File: config.mk
export PLATFORM = sky130hd
export DESIGN_NAME = pbc_blank_chop
export DESIGN_NICKNAME = d
export VERILOG_FILES = /design/src/pbc_pkg.sv /design/src/pbc_blank_chop.sv
export SDC_FILE = /design/constraint.sdc
export NUM_CORES = 1
export LEC_CHECK = 0
export BUFFER_PORTS_ARGS = -buffer_cell sky130_fd_sc_hd__buf_2
export CORE_MARGIN = 2
export CORE_UTILIZATION = 60
export CTS_BUF_LIST = sky130_fd_sc_hd__clkbuf_2 sky130_fd_sc_hd__clkbuf_4 sky130_fd_sc_hd__clkbuf_8
export DETAILED_ROUTE_END_ITERATION = 8
export PLACE_DENSITY = 0.86
export SLEW_MARGIN = 20
export SYNTH_ARGS = -nofsm -noshare
export SYNTH_HDL_FRONTEND = slang
export SYNTH_SLANG_ARGS = --single-unit
export TNS_END_PERCENT = 20
File: constraint.sdc
create_clock -name clock -period 5.55 [get_ports clock]
set_clock_uncertainty 0.2 [all_clocks]
set_input_delay 0.555 -clock clock [delete_from_list [all_inputs] [get_ports clock]]
set_output_delay 0.555 -clock clock [all_outputs]
set_load 0.01 [all_outputs]
File: src/pbc_pkg.sv
// Package for the per-generator blanking, chop and capture block.
// Assumes a single 100 MHz clock domain shared with the PWM generators.
package pbc_pkg;

	// ========================================================================
	// Register map (16-bit registers, one per even byte address)
	localparam logic [3:0]  OFF_CTRL = 4'h0;
	localparam logic [3:0]  OFF_DLY  = 4'h2;
	localparam logic [3:0]  OFF_AUX  = 4'h4;
	localparam logic [3:0]  OFF_CAP  = 4'h6;

	// Writable bits; everything else reads as zero.
	localparam logic [15:0] CTRL_WMASK = 16'hfc3f;
	localparam logic [15:0] AUX_WMASK  = 16'hcf3f;
	localparam logic [15:0] REG_RESET  = 16'h0000;

	// Field positions of the delay and capture registers.
	localparam int DLY_LSB = 3;
	localparam int DLY_MSB = 11;
	localparam int CAP_LSB = 3;
	localparam int CAP_MSB = 15;

	// ========================================================================
	// Source select codes (shared by state-blank and chop source fields)
	localparam logic [3:0]  SRC_NONE = 4'h0;
	localparam int          NUM_GEN  = 5;

	// ========================================================================
	// Timing: one blanking step in ns and the clock in MHz, both converted to picoseconds.
	localparam real         BLANK_STEP_NS  = 8.32;
	localparam real         CLK_MHZ        = 100.0;
	localparam int          BLANK_STEP_PS  = $rtoi(BLANK_STEP_NS * 1000.0 + 0.5);
	localparam int          CLK_PERIOD_PS  = $rtoi(1000000.0 / CLK_MHZ + 0.5);
	localparam logic [22:0] STEP_PS_W      = 23'(BLANK_STEP_PS);
	localparam logic [22:0] CLK_PS_W       = 23'(CLK_PERIOD_PS);

	// ========================================================================
	// Types
	typedef struct packed {
		logic       trig_high_rising;
		logic       trig_high_falling;
		logic       trig_low_rising;
		logic       trig_low_falling;
		logic       fault_edge_blank_enable;
		logic       curlim_edge_blank_enable;
		logic [3:0] rsvd;
		logic       blank_when_source_high;
		logic       blank_when_source_low;
		logic       blank_on_high_out_high;
		logic       blank_on_high_out_low;
		logic       blank_on_low_out_high;
		logic       blank_on_low_out_low;
	} pbc_ctrl_t;

	typedef struct packed {
		logic       fine_period_disable;
		logic       fine_duty_disable;
		logic [1:0] rsvd_hi;
		logic [3:0] state_blank_source;
		logic [1:0] rsvd_lo;
		logic [3:0] chop_source;
		logic       chop_high_enable;
		logic       chop_low_enable;
	} pbc_aux_t;

	typedef struct packed {
		logic        wr;
		logic        rd;
		logic [3:0]  addr;
		logic [15:0] wdata;
	} pbc_bus_req_t;

	typedef struct packed {
		pbc_ctrl_t   ctrl;
		logic [8:0]  dly;
		pbc_aux_t    aux;
		logic [12:0] cap;
		logic [22:0] leb_ps;
		logic        leb_run;
		logic        high_out;
		logic        low_out;
		logic        fault_out;
		logic        curlim_out;
		logic [15:0] rd_data;
	} pbc_state_t;

endpackage

File: src/pbc_blank_chop.sv
// One PWM generator's blanking, output chop and time base capture logic.
// Assumes all inputs are synchronous to clock and the fault and
// current-limit inputs arrive already selected and polarity corrected.
//
// Contract
// - Blank inputs while low output high
// - Blank inputs while low output low
// - Nine-bit delay, 8.32 ns per count
// - Period fine-resolution disable bit
// - Duty fine-resolution disable bit
// - Selected state-blank source blocks enabled inputs
// - Blank source: none, generators 1-5, reserved
// - Chop source: chop clock, generators 1-5
// - Chop high output when enabled
// - Chop low output when enabled
// - Current-limit leading edge latches time base
// - Capture only for primary high output
// - Capture follows blanked current-limit signal
// - Capture resolution no finer than 8.32 ns
// - Capture only when external reset clear
// - Unimplemented register bits read zero
// - Four edge enables start blanking counter
// - Separate edge blank enables fault, limit
// - Blank while source high or low
// - Blank while high output high or low
`timescale 1ns/1ps

module pbc_blank_chop (
	// Clock and reset
	input  wire logic                  clock,
	input  wire logic                  rst_n,
	// Register port
	input  wire pbc_pkg::pbc_bus_req_t bus_req,
	output      logic [15:0]           bus_rd_data,
	// Generator side
	input  wire logic                  gen_high_in,
	input  wire logic                  gen_low_in,
	input  wire logic [4:0]            peer_high,
	input  wire logic                  chop_clock,
	input  wire logic [12:0]           timebase,
	input  wire logic                  external_period_reset_sel,
	// Protection inputs
	input  wire logic                  fault_in,
	input  wire logic                  curlim_in,
	// Outputs to the power stage and fault logic
	output      logic                  gen_high_output,
	output      logic                  gen_low_output,
	output      logic                  fault_blanked,
	output      logic                  curlim_blanked,
	output      logic                  fine_period_disable,
	output      logic                  fine_duty_disable
);
	import pbc_pkg::*;

	pbc_state_t        st_q;
	pbc_state_t        st_d;
	logic [NUM_GEN-1:0] blank_hit;
	logic [NUM_GEN-1:0] chop_hit;
	logic              blank_src;
	logic              chop_src;
	logic              trig;
	logic [22:0]       leb_target;
	logic [22:0]       leb_next_ps;
	logic              state_blank;
	logic              cap_event;

	// ========================================================================
	// Source selection
	// Reserved codes match no generator, so the source reads low (only source-low blanking applies) and a
	// chopped output stays low; that is the safe side for a power stage.
	genvar g;
	generate
		for (g = 0; g < NUM_GEN; g++) begin : g_src
			assign blank_hit[g] = peer_high[g] &&
				(st_q.aux.state_blank_source == 4'(g + 1));
			assign chop_hit[g]  = peer_high[g] &&
				(st_q.aux.chop_source == 4'(g + 1));
		end
	endgenerate

	assign blank_src = |blank_hit;
	assign chop_src  = (st_q.aux.chop_source == SRC_NONE) ? chop_clock
		: |chop_hit;

	assign leb_target  = 23'(st_q.dly) * STEP_PS_W;
	assign leb_next_ps = st_q.leb_ps + CLK_PS_W;

	// ========================================================================
	// Next state
	always_comb begin
		st_d        = st_q;
		trig        = 1'b0;
		state_blank = 1'b0;
		cap_event   = 1'b0;

		// Register writes; unimplemented bits are never stored.
		if (bus_req.wr) begin
			if (bus_req.addr == OFF_CTRL) begin
				st_d.ctrl = pbc_ctrl_t'(bus_req.wdata & CTRL_WMASK);
			end else if (bus_req.addr == OFF_DLY) begin
				st_d.dly = bus_req.wdata[DLY_MSB:DLY_LSB];
			end else if (bus_req.addr == OFF_AUX) begin
				st_d.aux = pbc_aux_t'(bus_req.wdata & AUX_WMASK);
			end
		end

		// Read data stand for one cycle only; unmapped addresses read zero.
		st_d.rd_data = 16'h0000;
		if (bus_req.rd) begin
			if (bus_req.addr == OFF_CTRL) begin
				st_d.rd_data = 16'(st_q.ctrl);
			end else if (bus_req.addr == OFF_DLY) begin
				st_d.rd_data = {4'h0, st_q.dly, 3'h0};
			end else if (bus_req.addr == OFF_AUX) begin
				st_d.rd_data = 16'(st_q.aux);
			end else if (bus_req.addr == OFF_CAP) begin
				st_d.rd_data = {st_q.cap, 3'h0};
			end
		end

		// Output chopping gates the generator's own level with the source.
		st_d.high_out = gen_high_in &&
			(!st_q.aux.chop_high_enable || chop_src);
		st_d.low_out  = gen_low_in &&
			(!st_q.aux.chop_low_enable || chop_src);

		// Edges are taken on the pins as they are driven, after chopping.
		trig = (st_q.ctrl.trig_high_rising  &&  st_d.high_out && !st_q.high_out)
		    || (st_q.ctrl.trig_high_falling && !st_d.high_out &&  st_q.high_out)
		    || (st_q.ctrl.trig_low_rising   &&  st_d.low_out  && !st_q.low_out)
		    || (st_q.ctrl.trig_low_falling  && !st_d.low_out  &&  st_q.low_out);

		// Leading-edge counter works in picoseconds so that 8.32 ns steps
		// map onto 10 ns cycles without a divider; it rounds up.
		if (trig) begin
			st_d.leb_run = (st_q.dly != 9'h000);
			st_d.leb_ps  = 23'h000000;
		end else if (st_q.leb_run) begin
			if (leb_next_ps >= leb_target) begin
				st_d.leb_run = 1'b0;
				st_d.leb_ps  = 23'h000000;
			end else begin
				st_d.leb_ps = leb_next_ps;
			end
		end

		// State blanking from the generator's own pins and the source.
		state_blank =
			(st_q.ctrl.blank_on_low_out_high  &&  st_d.low_out)  ||
			(st_q.ctrl.blank_on_low_out_low   && !st_d.low_out)  ||
			(st_q.ctrl.blank_on_high_out_high &&  st_d.high_out) ||
			(st_q.ctrl.blank_on_high_out_low  && !st_d.high_out) ||
			(st_q.ctrl.blank_when_source_high &&  blank_src &&
			 st_q.aux.state_blank_source != SRC_NONE) ||
			(st_q.ctrl.blank_when_source_low  && !blank_src &&
			 st_q.aux.state_blank_source != SRC_NONE);

		st_d.fault_out  = fault_in && !state_blank &&
			!(st_d.leb_run && st_q.ctrl.fault_edge_blank_enable);
		st_d.curlim_out = curlim_in && !state_blank &&
			!(st_d.leb_run && st_q.ctrl.curlim_edge_blank_enable);

		// Capture looks at the blanked limit signal, never the raw one, and
		// latches the primary time base; the clock step is coarser than
		// the blanking step, so resolution never goes below 8.32 ns.
		cap_event = st_d.curlim_out && !st_q.curlim_out &&
			!external_period_reset_sel;
		if (cap_event) begin
			st_d.cap = timebase;
		end
	end

	// ========================================================================
	// State register
	always_ff @(posedge clock or negedge rst_n) begin
		if (!rst_n) begin
			st_q <= '0;
		end else begin
			st_q <= st_d;
		end
	end

	// ========================================================================
	// Outputs
	assign bus_rd_data         = st_q.rd_data;
	assign gen_high_output     = st_q.high_out;
	assign gen_low_output      = st_q.low_out;
	assign fault_blanked       = st_q.fault_out;
	assign curlim_blanked      = st_q.curlim_out;
	assign fine_period_disable = st_q.aux.fine_period_disable;
	assign fine_duty_disable   = st_q.aux.fine_duty_disable;
endmodule

* Word level (Yosys, flattened, before mapping) *
Cells that the tools add are included.
Widths: inputs -> output; s select.

word-level totals
  bits in registers = 90
  bits in latches = 0
  RAM bits = 0
  ROM bits = 0
  output and inout bits = 22
  logic and storage cells = 123
  memories kept = 0

operators by class
  $add $sub $neg = 1
  $mul = 1
  divide/modulo/power cells = 0
  $lt $le $gt $ge = 1
  eq/ne operators = 13
  shifts and indexed selects = 0
  multiplexer cells = 10
  bitwise logic cells = 2
  reductions and logical operators = 68

operator list
  kind                    number
  $mux 16                 5
  $mux 24                 2
  $logic_and 1x1->1       36
  $eq 4x3->1 const B      6
  $add 23x14->23 const B  1
  $ge 23x23->1            1
  $mux 23                 1
  $eq 4x2->1 const B      5
  $mul 9x7->16 const B    1
  $logic_not 1->1         12
  $logic_or 1x1->1        10
  $reduce_or 5->1         2
  $reduce_bool 9->1       1
  $eq 4x1->1 const B      2
  $logic_not 4->1         2
  $reduce_and 4->1        1
  $reduce_bool 4->1       1
  $reduce_and 3->1        1
  $mux 1                  2
  $not 1->1               2
  $reduce_and 2->1        1
  $reduce_bool 2->1       1

* Longest topological paths before layout *
  word-level depth = 18
  gate-level depth with buffers = 17

* Least setup slack after synthesis *
Ideal clock, no wire load.

  path kind = register to register
  start point = register st_q[25] (netlist bit)
  end point = register st_q[46] (netlist bit)
  data arrival time = 3,622 ps
  path slack = 1,603 ps
  stages on the path, launching flop included = 17
  buffers on the path = 2
  clock period less this slack = 3,947 ps
  cell sequence = dfrtp_1 > ha_1 > a311oi_1 > nand2b_1 > a31oi_1 > or3_1 > clkbuf_1 > nor2_1 > xor2_1 > ha_1 > nand3_1 > nor3_1 > o311ai_0 > a21oi_1 > o21ai_2 > buf_4 > mux2_2

on the way
  longest elaborated chain between the ends = 10

ends and longest elaborated chain
  what                            line                   text
  start, declared                 pbc_blank_chop.sv:55   pbc_state_t st_q;
  start signal, assigned          pbc_blank_chop.sv:179  st_q <= st_d;
  $add 23x14->23                  pbc_blank_chop.sv:86   assign leb_next_ps = st_q.leb_ps + CLK_PS_W;
  $ge 23x23->1                    pbc_blank_chop.sv:139  if (leb_next_ps >= leb_target) begin
  $mux 1                          pbc_blank_chop.sv:139
  $mux 24                         pbc_blank_chop.sv:138  end else if (st_q.leb_run) begin
  $mux 24                         pbc_blank_chop.sv:135  if (trig) begin
  $logic_and 1x1->1               pbc_blank_chop.sv:161  !(st_d.leb_run && st_q.ctrl.curlim_edge_blank_enable);
  $logic_not 1->1                 pbc_blank_chop.sv:161
  $logic_and 1x1->1               pbc_blank_chop.sv:160  st_d.curlim_out = curlim_in && !state_blank &&
  $logic_and 1x1->1 (2 in a row)  pbc_blank_chop.sv:166  cap_event = st_d.curlim_out && !st_q.curlim_out &&

Every way passes these cells. The select of a mux whose other input is x is not followed.
A chain may end at the register's enable or synchronous reset.

* Worst setup path after layout *
  start point = register st_q[27] (netlist bit)
  end point = register st_q[50] (netlist bit)

Same word-level chain as after synthesis.

==> impl_metrics.py <==
metrics = {
    "cells_and_area": {
        "drive_above_1_share": 0.281,
        "final_cell_count_no_fill": 607,
        "regArea_sq_um": 2150,
        "most-common-layout-cells": "dfrtp_1 (86), buf_2 (68), mux2_2 (46), nand2_1 (34), ha_1 (24)",
        "fillers": 590,
        "layout_commonest_cell": "dfrtp_1",
        "multi_input_area_sq_um": 2440,
        "syn_to_final_growth_pct": 9.58,
        "nets": 573,
        "diodes": 0,
    },
    "worst_setup_path": {
        "worstSetupStartpoint": "st_q[27]$_DFFE_PN0P_",
        "r2r-end": "st_q[50]$_DFFE_PN0P_",
        "crit_end": "st_q[50]$_DFFE_PN0P_",
        "r2r-start": "st_q[27]$_DFFE_PN0P_",
        "startpoint_type": "flip-flop",
        "reg2regPathDepth": 13,
        "crit_fanout": 13,
        "crit_arrival_ns": 4.55,
        "r2r_slack_ns": 1.04,
        "required_ns": 5.59,
        "end_kind": "flip-flop",
        "criticalPathCategory": "flip-flop to flip-flop",
    },
    "floorplan": {
        "core-area_sq_um": 7770,
        "dieHeight_um": 93.9,
        "start_util": 0.624,
        "dieArea_sq_um": 8810,
        "num_rows": 32,
        "ios": 70,
        "fp.dieW_um": 93.9,
    },
    "yosys": {
        "syn_inst": 451,
        "synth_top_area_cell": "dfrtp_1",
        "synth.distinct_cells": 56,
        "syn_area_per_cell_sq_um": 10.7,
        "synth_top_area_share": 0.444,
        "ys_seq_area_frac": 0.444,
        "synth_fp_nets": 524,
        "dominantRegCellSynth": "dfrtp_1",
        "synth.area.top_cells": "dfrtp_1 (44%), mux2_2 (11%), ha_1 (6.2%)",
        "synthArstFlopShare": 1.00,
        "syn_area_sq_um": 4850,
        "ys_ff_latch": 86,
        "yosys_warnings": 0,
        "synth_edf_count": 0,
    },
    "sta": {
        "slew_headroom": 0.409,
        "slew_viol_final": 0,
        "fin_crit_sh": 0.812,
        "worst_slew_pin_slew_ns": 0.883,
        "final-setup-viol-count": 0,
        "tns_ns": 0,
        "fin_crit_ns": 4.51,
        "clock.fmax_ghz": 0.222,
        "hold_viol": 0,
        "rsz0062_at_grt": "no",
    },
    "cts": {
        "clock_latency_ns": 0.36,
        "clkSinkCount": 86,
        "cts-resized-gates": 0,
        "hold_buffers": 0,
        "clkSlewWorstSetupHoldPaths_ns": 0.09,
        "cts-root-buf": "clkbuf_8",
        "cts.htree.levels": 3,
        "cts_buffers": 9,
        "post_cts_buffers": 0,
        "cts_tree": "yes",
        "clockBufferDepth": 2,
    },
    "global_route": {
        "overflow": 0,
        "first_global_vias": 3684,
        "antenna_found_initial": 0,
        "grt_use_total": 0.264,
        "grt_pass1_wl_um": 17800,
        "grt_max_degree": 87,
    },
    "detailed_routing": {
        "drt_wl_total_um": 10900,
        "via_count": 3658,
        "antenna_left": 0,
        "via_per_inst": 6.03,
        "drc": 0,
        "first_pass_iters": 5,
        "first_iter_violations": 220,
        "wl_per_cell_um": 18.0,
    },
    "power": {
        "seq_power_share": 0.420,
        "power_switching_w": 0.000880,
        "switching_share": 0.385,
        "p_leak_nw": 2.57,
        "irDropWorstVdd_v": 0.000234,
        "power_frac_comb": 0.411,
        "power.density_nw_per_um2": 430,
        "power.total_w": 0.00229,
        "clockPowerShare": 0.169,
        "p_int_w": 0.00141,
    },
    "placement": {
        "port_buffers": 69,
        "place_congestion": 0.903,
        "dp_hpwl_um": 8150,
        "placedCellCount": 591,
    },
    "run": {
        "cap_violations": 0,
    },
    "run_status": {
        "outcome": "completed",
    },
    "hold_path": {
        "hold_class": "input port to asynchronous set/reset pin",
    },
}
[per-layer routing]
metal	track usage	wire length, um	vias to the layer above
met5	0	0	-
met4	0.110	253	0
met3	0.0337	538	19
met2	0.430	5280	125
met1	0.359	4840	1808
li1	-	-	1706
[state kept, by name, indices dropped and copies added (netlist names)]
register	cells
fault_blanked	1
st_q	64
gen_low_output	1
curlim_blanked	1
gen_high_output	1
fine_duty_disable	1
bus_rd_data	16
fine_period_disable	1
[cells by family after synthesis]
kind of cell	after synthesis	synth area share
xor gates and xnor gates	23	0.0416
adders and majority gates	25	0.0661
DFF	86	0.444
muxes	66	0.151
and+or+nand+nor	117	0.121
buffers and inverters	49	0.0529
AOI/OAI and AO/OA	85	0.124
[synth_stat cells (2+ instances only)]
library cell / instances
nand3_1: 15
nor2_1: 21
buf_1: 2
a22oi_1: 4
a211oi_1: 3
xor2_1: 11
a21o_1: 4
buf_4: 17
nor3_1: 11
mux2_2: 46
o311a_1: 2
nor2b_1: 6
nand3b_1: 3
or3_1: 4
nand4_1: 2
a21boi_0: 2
ha_1: 24
a21bo_2: 2
nor4_1: 3
mux2i_1: 19
o21ai_0: 19
a31oi_1: 3
xnor2_1: 12
a21oi_1: 16
inv_1: 17
nand2_1: 34
dfrtp_1: 86
nand2b_1: 2
and3_1: 4
a22o_1: 17
nor3b_1: 3
or2_2: 3
clkbuf_1: 11
[critical path, cell delays in order (launching register included)]
cell and delay [ns]:
dfrtp_1 0.46, a41oi_1 0.35, a21oi_1 0.15, o21ai_0 0.49, nor2_1 0.21, nand3_1 0.19
xnor2_1 0.15, ha_1 0.28, a21o_1 0.18, a211oi_1 0.24, o311a_1 0.28, a21oi_1 0.12
o21ai_2 0.65, mux2_2 0.42
[how the worst min path moves through the flow]
stage	startpoint	slack, ns	depth (start not counted)	end
after floorplan	rst_n	0.06	0	bus_rd_data[0]$_DFF_PN0_
after global placement	st_q[55]$_DFFE_PN0P_	0.29	1	st_q[55]$_DFFE_PN0P_
after detailed placement	st_q[56]$_DFFE_PN0P_	0.29	1	st_q[56]$_DFFE_PN0P_
after CTS	fault_in	0.19	3	fault_blanked$_DFF_PN0_
after global routing	rst_n	0.1	1	bus_rd_data[12]$_DFF_PN0_
final	rst_n	0.03	1	bus_rd_data[12]$_DFF_PN0_
[area by class of cell]
cell class | count | area share
Sequential cell | 86 | 0.405
Inverter | 17 | 0.0120
Tap cell | 102 | 0.0240
Multi-Input combinational cell | 316 | 0.459
Clock buffer | 10 | 0.0247
Clock inverter | 6 | 0.00730
Timing Repair Buffer | 70 | 0.0676
[power by group through the flow]
stage          registers [W]  clock network (W)  logic (W)
6_report            0.000961           0.000386   0.000939
5_1_grt             0.000984           0.000419    0.00104
4_1_cts             0.000956           0.000394   0.000930
3_5_place_dp        0.000967                  0   0.000916
3_3_place_gp        0.000957                  0   0.000862
2_1_floorplan       0.000914                  0   0.000711
[stage by stage]
step	hold WS [ns]	setup WS [ns]	utilization	instance area [sq um]
floorplan	0.0594	1.60	-	4850
global placement	0.287	1.27	0.661	5140
detailed placement	0.293	1.08	0.661	5140
CTS	0.185	1.05	0.683	5310
global route	0.0982	0.743	0.684	5310
finish	0.0287	1.04	0.684	5310
Note: power is estimated with default switching activity, not from simulation.
